==> src/design/scl_pkg.sv <==
// Package for the serdes channel control latch block.
// Assumes a single 100 MHz pclk domain; host gate/bus and serial pins arrive asynchronously, APB pins on pclk.
package scl_pkg;

   // ------------------------------------------------------------
   // Sizes
   // ------------------------------------------------------------
   localparam int unsigned NUM_CH = 4;
   localparam int unsigned EN_BUS_W = 8;

   // ------------------------------------------------------------
   // Enable bus mapping and reset values
   // ------------------------------------------------------------
   // Output enables use bits 0..3, one per channel driver
   localparam int unsigned OE_BIT_BASE = 0;
   // Self-test: transmit bits 0..3, receive bits 4..7
   localparam int unsigned ST_TX_BIT_BASE = 0;
   localparam int unsigned ST_RX_BIT_BASE = 4;
   localparam logic [7:0] OE_RESET = 8'hFF;
   localparam logic [7:0] ST_RESET = 8'hFF;

   // ------------------------------------------------------------
   // APB register map (byte addresses)
   // ------------------------------------------------------------
   localparam logic [11:0] REG_CTRL = 12'h000;
   localparam logic [11:0] REG_LOOPBACK = 12'h004;
   localparam logic [11:0] REG_STATUS = 12'h008;
   localparam logic [11:0] REG_LATCHES = 12'h00C;

   // CTRL field positions
   localparam int unsigned CTRL_RATE_BIT = 0;
   localparam int unsigned CTRL_RXSRC_BIT = 1;
   localparam int unsigned CTRL_TXSRC_LSB = 2;
   localparam int unsigned CTRL_SPD_LSB = 4;
   localparam logic [31:0] CTRL_RESET = 32'h00000000;
   localparam logic [31:0] LOOPBACK_RESET = 32'h00000000;

   // ------------------------------------------------------------
   // Three-level selects and rate ranges
   // ------------------------------------------------------------
   typedef enum logic [1:0] {
      SCL_LVL_LOW = 2'h0,
      SCL_LVL_MID = 2'h1,
      SCL_LVL_HIGH = 2'h2
   } scl_level_e;

   localparam int unsigned SPD_LOW_MIN_MBD = 200;
   localparam int unsigned SPD_LOW_MAX_MBD = 400;
   localparam int unsigned SPD_MID_MAX_MBD = 800;
   localparam int unsigned SPD_HIGH_MAX_MBD = 1500;

   // Gate state for each latch
   typedef enum logic [1:0] {
      SCL_GATE_HOLD = 2'b01,
      SCL_GATE_OPEN = 2'b10
   } scl_gate_e;

   typedef struct packed {
      logic rate_select;
      logic rx_source;
      scl_level_e tx_source;
      scl_level_e speed;
   } scl_ctrl_s;

endpackage

==> src/design/scl_top.sv <==
// Channel control and enable latches for a four-channel serializer.
// Assumes an APB master on pclk, and gate/bus pins from asynchronous host logic.
// What this block does
// - Rate select low: complementary recovered clocks at character rate, capture on true rise.
// - Rate select high: half-rate complementary clocks, capture alternately on both.
// - Reference clock times both PLLs and may clock parallel interfaces.
// - Transmit source low: transmit interface clocked from reference derived character clock.
// - Rate range select: low 200-400, mid 400-800, high 800-1500 MBaud.
// - Loopback low: external serial input feeds that channel's receiver.
// - Loopback high: transmit stream routed into same channel's recovery circuit.
// - In loopback, serial output forced to one and external input ignored.
// - Output-enable gate high makes the latch transparent to the enable bus.
// - Output-enable bit high enables its driver, low powers it down.
// - Output-enable gate falling captures bus and holds until gate rises.
// - Reset presets output-enable latch with every driver enabled.
// - Self-test gate high makes the self-test latch transparent to the bus.
// - Self-test bit low selects test sequence, high selects normal data.
// - Self-test gate falling captures bus and holds it afterwards.
// - Reset presets self-test latch so self-test is disabled everywhere.
// - Active-low full-chip reset initialises control registers and gate state and presets latches; lane flops and clock divider are not reset.
//
// Our own choices: the APB slave port and the register offsets.
`timescale 1ns/1ps
`default_nettype none

module scl_top
   import scl_pkg::*;
#(
   parameter int unsigned CH = NUM_CH
) (
   // APB slave
   input wire logic pclk,
   input wire logic presetn,
   input wire logic psel,
   input wire logic penable,
   input wire logic pwrite,
   input wire logic [11:0] paddr,
   input wire logic [31:0] pwdata,
   output logic [31:0] prdata,
   output logic pready,
   output logic pslverr,
   // Host pins
   input wire logic full_chip_reset_n,
   input wire logic output_enable_latch_gate,
   input wire logic selftest_latch_gate,
   input wire logic [7:0] shared_enable_bus,
   // Serial lanes
   input wire logic [CH-1:0] serial_data_in,
   input wire logic [CH-1:0] tx_serial_stream,
   output logic [CH-1:0] serial_data_out,
   output logic [CH-1:0] serial_driver_enable,
   output logic [CH-1:0] cdr_data_in,
   // Self-test enables, active low
   output logic [CH-1:0] tx_selftest_n,
   output logic [CH-1:0] rx_selftest_n,
   // Clocking controls
   input wire logic reference_clock_in,
   output logic [CH-1:0] recovered_char_clock,
   output logic [CH-1:0] recovered_char_clock_n,
   output logic tx_ref_clock_sel,
   output logic rx_ref_clock_sel,
   output logic [1:0] serial_rate_range_select,
   output logic recv_clock_rate_select
);

   // ------------------------------------------------------------
   // Pin synchronisers
   // ------------------------------------------------------------
   logic [9:0] pin_s1_q;
   logic [9:0] pin_s2_q;
   logic [2*CH-1:0] ser_s1_q;
   logic [2*CH-1:0] ser_s2_q;
   logic [3:0] rst_sync_q;
   logic soft_rst_n;

   always_ff @(posedge pclk or negedge presetn) begin
      if (!presetn) begin
         pin_s1_q <= 10'h000;
         pin_s2_q <= 10'h000;
      end else begin
         pin_s1_q <= {output_enable_latch_gate, selftest_latch_gate, shared_enable_bus};
         pin_s2_q <= pin_s1_q;
      end
   end

   always_ff @(posedge pclk or negedge presetn) begin
      if (!presetn) begin
         ser_s1_q <= '0;
         ser_s2_q <= '0;
      end else begin
         ser_s1_q <= {tx_serial_stream, serial_data_in};
         ser_s2_q <= ser_s1_q;
      end
   end

   // Reset starts low so the block stays in chip reset until the pin is seen high
   always_ff @(posedge pclk or negedge presetn) begin
      if (!presetn) begin
         rst_sync_q <= 4'h0;
      end else begin
         rst_sync_q <= {rst_sync_q[2:0], full_chip_reset_n};
      end
   end

   // Second and fourth stages of the reset sync are ANDed to feed logic; first and third feed only the next
   assign soft_rst_n = rst_sync_q[1] & rst_sync_q[3];

   logic oe_gate;
   logic st_gate;
   logic [7:0] en_bus;
   logic [CH-1:0] ext_in;
   logic [CH-1:0] tx_in;

   assign oe_gate = pin_s2_q[9];
   assign st_gate = pin_s2_q[8];
   assign en_bus = pin_s2_q[7:0];
   assign ext_in = ser_s2_q[CH-1:0];
   assign tx_in = ser_s2_q[2*CH-1:CH];

   // ------------------------------------------------------------
   // Enable latches
   // ------------------------------------------------------------
   // Gated flops instead of real latches: transparency lags the pins by
   // the synchroniser depth, traded for a single clean clock domain.
   scl_gate_e oe_state_q;
   scl_gate_e oe_state_d;
   scl_gate_e st_state_q;
   scl_gate_e st_state_d;
   logic [7:0] oe_latch_q;
   logic [7:0] oe_latch_d;
   logic [7:0] st_latch_q;
   logic [7:0] st_latch_d;

   assign oe_latch_d = oe_gate ? en_bus : oe_latch_q;
   assign st_latch_d = st_gate ? en_bus : st_latch_q;

   // Gate state is only reported; the latches follow the gate level directly
   always_comb begin
      oe_state_d = oe_state_q;
      case (oe_state_q)
         SCL_GATE_HOLD: begin
            if (oe_gate) begin
               oe_state_d = SCL_GATE_OPEN;
            end
         end
         SCL_GATE_OPEN: begin
            if (!oe_gate) begin
               oe_state_d = SCL_GATE_HOLD;
            end
         end
         default: begin
            oe_state_d = SCL_GATE_HOLD;
         end
      endcase
   end

   always_comb begin
      st_state_d = st_state_q;
      case (st_state_q)
         SCL_GATE_HOLD: begin
            if (st_gate) begin
               st_state_d = SCL_GATE_OPEN;
            end
         end
         SCL_GATE_OPEN: begin
            if (!st_gate) begin
               st_state_d = SCL_GATE_HOLD;
            end
         end
         default: begin
            st_state_d = SCL_GATE_HOLD;
         end
      endcase
   end

   always_ff @(posedge pclk or negedge presetn) begin
      if (!presetn) begin
         oe_latch_q <= OE_RESET;
         oe_state_q <= SCL_GATE_HOLD;
      end else if (!soft_rst_n) begin
         oe_latch_q <= OE_RESET;
         oe_state_q <= SCL_GATE_HOLD;
      end else begin
         oe_latch_q <= oe_latch_d;
         oe_state_q <= oe_state_d;
      end
   end

   always_ff @(posedge pclk or negedge presetn) begin
      if (!presetn) begin
         st_latch_q <= ST_RESET;
         st_state_q <= SCL_GATE_HOLD;
      end else if (!soft_rst_n) begin
         st_latch_q <= ST_RESET;
         st_state_q <= SCL_GATE_HOLD;
      end else begin
         st_latch_q <= st_latch_d;
         st_state_q <= st_state_d;
      end
   end

   // ------------------------------------------------------------
   // APB registers
   // ------------------------------------------------------------
   logic [31:0] ctrl_q;
   logic [CH-1:0] lpbk_q;
   scl_ctrl_s ctrl;
   logic wr_en;
   logic rd_ok;
   logic hit_ctrl;
   logic hit_lpbk;
   logic hit_stat;
   logic hit_latch;
   logic [31:0] rd_mux;
   logic [31:0] status_word;
   logic [31:0] latch_word;
   logic [31:0] prdata_q;
   logic pslverr_q;
   logic ctrl_wr;
   logic lpbk_wr;
   logic rd_err;
   logic wr_err;

   assign hit_ctrl = (paddr == REG_CTRL);
   assign hit_lpbk = (paddr == REG_LOOPBACK);
   assign hit_stat = (paddr == REG_STATUS);
   assign hit_latch = (paddr == REG_LATCHES);
   assign rd_ok = hit_ctrl | hit_lpbk | hit_stat | hit_latch;
   assign wr_en = psel & penable & pwrite & soft_rst_n;
   assign ctrl_wr = wr_en & hit_ctrl;
   assign lpbk_wr = wr_en & hit_lpbk;
   assign rd_err = ~rd_ok;
   // Status and latch words mirror hardware state, so writes there are refused
   assign wr_err = pwrite & (hit_stat | hit_latch);
   assign status_word = {{(28-CH){1'b0}}, oe_state_q, st_state_q, lpbk_q};
   assign latch_word = {16'h0000, st_latch_q, oe_latch_q};
   assign rd_mux = hit_ctrl ? ctrl_q :
                   hit_lpbk ? {{(32-CH){1'b0}}, lpbk_q} :
                   hit_stat ? status_word :
                   hit_latch ? latch_word : 32'h00000000;

   always_ff @(posedge pclk or negedge presetn) begin
      if (!presetn) begin
         ctrl_q <= CTRL_RESET;
      end else if (!soft_rst_n) begin
         ctrl_q <= CTRL_RESET;
      end else if (ctrl_wr) begin
         ctrl_q <= {26'h0, pwdata[5:0]};
      end
   end

   always_ff @(posedge pclk or negedge presetn) begin
      if (!presetn) begin
         lpbk_q <= '0;
      end else if (!soft_rst_n) begin
         lpbk_q <= '0;
      end else if (lpbk_wr) begin
         lpbk_q <= pwdata[CH-1:0];
      end
   end

   // Read data is registered in the setup cycle so pready can sit high
   always_ff @(posedge pclk or negedge presetn) begin
      if (!presetn) begin
         prdata_q <= 32'h00000000;
         pslverr_q <= 1'b0;
      end else if (psel && !penable) begin
         prdata_q <= pwrite ? 32'h00000000 : rd_mux;
         pslverr_q <= rd_err | wr_err;
      end
   end

   assign pready = 1'b1;
   assign prdata = prdata_q;
   assign pslverr = pslverr_q & psel & penable;

   // ------------------------------------------------------------
   // Clock and rate controls
   // ------------------------------------------------------------
   logic ref_rx_clocking;
   logic half_q;

   assign ctrl = '{
      rate_select: ctrl_q[CTRL_RATE_BIT],
      rx_source: ctrl_q[CTRL_RXSRC_BIT],
      tx_source: scl_level_e'(ctrl_q[CTRL_TXSRC_LSB +: 2]),
      speed: scl_level_e'(ctrl_q[CTRL_SPD_LSB +: 2])
   };

   // Host must keep rate low for reference clocking; not enforced here
   assign ref_rx_clocking = ~ctrl.rx_source;
   assign rx_ref_clock_sel = ref_rx_clocking;
   assign tx_ref_clock_sel = (ctrl.tx_source == SCL_LVL_LOW);
   assign serial_rate_range_select = ctrl.speed;
   assign recv_clock_rate_select = ctrl.rate_select;

   // Character clock stand-in, divided from pclk: full or half rate
   always_ff @(posedge pclk or negedge presetn) begin
      if (!presetn) begin
         half_q <= 1'b0;
      end else begin
         half_q <= ~half_q;
      end
   end

   // ------------------------------------------------------------
   // Per-channel lanes
   // ------------------------------------------------------------
   logic [CH-1:0] out_q;
   logic [CH-1:0] out_d;
   logic [CH-1:0] cdr_q;
   logic [CH-1:0] cdr_d;
   logic [CH-1:0] rclk_q;
   logic [CH-1:0] rclk_d;

   genvar g;
   generate
      for (g = 0; g < CH; g++) begin : g_lane
         assign out_d[g] = lpbk_q[g] ? 1'b1 : tx_in[g];
         assign cdr_d[g] = lpbk_q[g] ? tx_in[g] : ext_in[g];
         // Half rate toggles only on every other pclk edge
         assign rclk_d[g] = ctrl.rate_select ? (half_q ? ~rclk_q[g] : rclk_q[g])
                                             : ~rclk_q[g];
         assign serial_driver_enable[g] = oe_latch_q[OE_BIT_BASE + g];
         assign tx_selftest_n[g] = st_latch_q[ST_TX_BIT_BASE + g];
         assign rx_selftest_n[g] = st_latch_q[ST_RX_BIT_BASE + g];
      end
   endgenerate

   // Serial outputs idle at logic one, the level a loopback lane shows anyway; CDR inputs and clocks reset to zero
   always_ff @(posedge pclk or negedge presetn) begin
      if (!presetn) begin
         out_q <= '1;
         cdr_q <= '0;
         rclk_q <= '0;
      end else begin
         out_q <= out_d;
         cdr_q <= cdr_d;
         rclk_q <= rclk_d;
      end
   end

   assign serial_data_out = out_q;
   assign cdr_data_in = cdr_q;
   assign recovered_char_clock = rclk_q;
   assign recovered_char_clock_n = ~rclk_q;

endmodule

`default_nettype wire

==> config.mk <==
export PLATFORM = sky130hd
export DESIGN_NAME = scl_top
export DESIGN_NICKNAME = d
export VERILOG_FILES = /design/src/design/scl_pkg.sv /design/src/design/scl_top.sv
export SDC_FILE = /design/constraint.sdc
export NUM_CORES = 1
export LEC_CHECK = 0
export BUFFER_PORTS_ARGS = -buffer_cell sky130_fd_sc_hd__buf_2
export CORE_ASPECT_RATIO = 0.75
export CORE_MARGIN = 5
export CORE_UTILIZATION = 35
export CTS_CLUSTER_DIAMETER = 30
export DETAILED_ROUTE_END_ITERATION = 8
export GPL_TIMING_DRIVEN = 0
export PLACE_DENSITY = 0.62
export RECOVER_POWER = 25
export SETUP_SLACK_MARGIN = 0.4
export SLEW_MARGIN = 20
export SYNTH_ARGS = -nofsm -noshare
export SYNTH_HDL_FRONTEND = slang
export SYNTH_SLANG_ARGS = --single-unit
export TNS_END_PERCENT = 1
==> constraint.sdc <==
create_clock -name pclk -period 1.4 [get_ports pclk]
set_input_delay 0.14 -clock pclk [delete_from_list [all_inputs] [get_ports pclk]]
set_output_delay 0.14 -clock pclk [all_outputs]
set_load 0.005 [all_outputs]
==> summary.txt <==
Floorplanning
  – Top Ports: between 100 and 150
  – Core area: 10900 um^2
  – FP Rows: 33
  – Die Wd: around 130 um
  – Die Height: just over 100 um
  – Starting Density: 35.5%
  – Die Footprint: 13200 um^2

Timing
  – Period utilization: between 80% and 90%
  – Final Hold Fails: 0
  – Final WS setup: approximately 0.18 ns
  – Slew Limit Fails: 0
  – Final min period: 1.22 ns
  – Clk_skew: ~0.0046 ns
  – Final setup violation count: 0
  – Final setup TNS: 0 ns
  – Fmax: roughly 820 MHz
  – RSZ-0062 raised after global routing: true
  – Worst hold slack: between 0.04 and 0.05 ns

Layout
  – Share of post-route cells with drive strength above 1: 41.5%
  – Synth-to-Final Area Change: 34.6%
  – Commonest non-fill, non-tap cell in the layout: buf_2
  – Ant diodes: 0
  – Design area: 5190 um^2
  – Leading cell types in the layout, fill and taps excluded: buf_2, dfrtp_1, nand2_1
  – Layout Nets: about 510

Logic synthesis
  – Netlist cell types: 33
  – Synthesis warning total: 0
  – Synthesized flop and latch total: 100
  – Mapped Cells: 302
  – Mean Syn Cell Area: ~13 um^2
  – Register area share after synthesis: 65.6%
  – Cell Area, Synth: ~3900 um^2

Power
  – Leakage: around 2.6 nW
  – Worst IR drop on VDD: 0.662 mV
  – Total power: 6.19 mW
  – Pwr dens: 1190 nW/um^2

Clock network
  – Total CTS buffers: 9
  – Clock Pin Slew Worst Setup and Hold Paths: 0.07 ns
  – Clock Latency Late Sink: about 0.34 ns
  – Clk buf depth: 2
  – CTS root buf: clkbuf_16
  – # clock sinks: 100
  – TritonCTS clock tree: yes
  – # H-tree levels: 3

GRT
  – First-pass GRT wire length: between 10000 and 15000 um
  – GRT overflow: 0
  – Global-route usage over all layers: 13.2%
  – Antenna violations before repair: 0
  – Largest net degree at the start of global routing: 77
  – Vias in the first global route: around 2500

Route
  – Final wirelength: roughly 8400 um
  – Vias per cell: around 4.4
  – DR pass1 iterations: 4
  – Detail Route Antenna Nets: 0
  – Vias: around 2600
  – WL met2: ~3800 um
  – WL per Instance: 14.3 um
  – Metal-1 WL: 3940 um
  – DR DRC count: 0
  – Initial DRC Count: 83
  – Wire length on met3: 579 um
  – Highest Signal Layer: met4

Placed design
  – Post-Place Worst Slack: -0.0877 ns
  – IO buf count: 90
  – Cell Area, Placed: between 4000 and 5000 um^2
  – DP HPWL: roughly 6000 um
  – GPL Wtd Cong: 0.765

Setup path
  – Worst EP required: 1.26 ns
  – CP startpoint kind: register
  – Endpoint class of the critical path: output pin
  – Critical Path AT: ~1.1 ns
  – CP Class: reg -> out
  – CP Max Fanout: 2
  – Reg2reg setup slack: roughly 0.20 ns

Outcome
  – Status: finished clean

Job
  – Max-capacitance violation count: 0

Min path
  – HP Class: in -> reg
## final cells by class
class,instances,area (um^2)
multi-input combinational,164,1080
buffer,37,284
clock inverter,6,96.3
inverter,16,60.1
tap,140,175
fill,999,5670
sequential,100,2530
timing repair buffer,115,739
clock buffer,10,229
## power breakdown
part	internal, mW	leakage, nW	total [mW]	switching, mW
clock	1.59	0.155	2.68	1.09
combinational	0.233	1.22	0.463	0.230
sequential	3.00	1.21	3.04	0.0378
total	4.82	2.58	6.19	1.36
## cells in the mapped netlist
cell	instances	area [um^2]
and4_1	1	8.76
mux2i_1	28	280
buf_6	1	11.3
nand2b_1	1	6.26
nand3_1	1	5.00
dfstp_2	22	578
nand4_2	3	37.5
xnor2_1	4	35.0
nor3_1	1	5.00
dfrtp_1	78	1950
and3_1	2	12.5
clkbuf_1	9	33.8
nor2_1	2	7.51
a41oi_1	1	8.76
a2bb2oi_1	2	17.5
nor4_4	2	42.5
buf_2	1	5.00
nor2b_1	1	6.26
and4b_1	1	10.0
a21o_1	1	7.51
inv_1	16	60.1
buf_4	26	195
o21ai_0	8	40.0
xor2_1	2	17.5
nor4bb_1	1	10.0
conb_1	2	7.51
o21ai_1	8	40.0
and2_1	2	12.5
nor3b_1	2	15.0
nand2_1	51	191
mux2_2	10	113
or2_2	4	25.0
o211ai_1	8	60.1
## state kept, by name, summed over array words and instances, names as in the netlist, 6 cells and up
signal	cells
ctrl_q	6
oe_latch_q	8
pin_s1_q	10
pin_s2_q	10
prdata	16
ser_s1_q	8
ser_s2_q	8
st_latch_q	8
## cells by family (layout without fill, tap and decap cells)
family / Yosys count / count (layout) / share of synthesized area (%)
AOI/OAI and AO/OA: 28 / 28 / 4.51
muxes: 38 / 38 / 10.2
DFF: 100 / 100 / 65.6
and+or+nand+nor: 75 / 75 / 10.2
other: 2 / 17 / 0.195
xor gates and xnor gates: 6 / 6 / 1.36
buffers and inverters: 53 / 184 / 7.91
## routing by layer
metal	global-route usage [%]	vias to the layer above
met5	0	-
met4	4.07	0
met3	5.19	10
met2	20.0	75
met1	17.4	1238
li1	-	1239
## worst max-delay path: stages, from the launching register on
cell	delay, ns
dfstp_2	0.56
buf_6	0.10
buf_6	0.08
## through the flow
| stage | util (%) | instances |
|---|---|---|
| floorplan | - | 317 |
| global placement | 41.8 | 547 |
| detailed placement | 42.1 | 548 |
| CTS | 47.6 | 588 |
| global route | 47.8 | 588 |
| finish | 47.8 | 588 |
## final timing paths
check / depth (start not counted) / startpoint / endpoint
worst max register to register: 4 / oe_latch_q[0] / prdata[0]
min in group asynchronous: 2 / presetn / ser_s1_q[3]
max in group asynchronous: 3 / presetn / st_state_q[0]
worst min register to register: 0 / ser_s1_q[6] / ser_s2_q[6]
worst min-delay path: 3 / pwdata[5] / ctrl_q[5]
worst max-delay path: 2 / oe_latch_q[0] / serial_driver_enable[0]
## repair_timing
| item | in CTS | in global routing |
|---|---|---|
| hold endpoints to repair | 51 | 0 |
| hold buffers | 20 | 0 |
| setup endpoints to repair | 95 | 110 |
| buffers inserted | 4 | 0 |
| pin swaps | 0 | 0 |
| gates resized for setup | 10 | 15 |
Power figures use the tool's default switching activity.
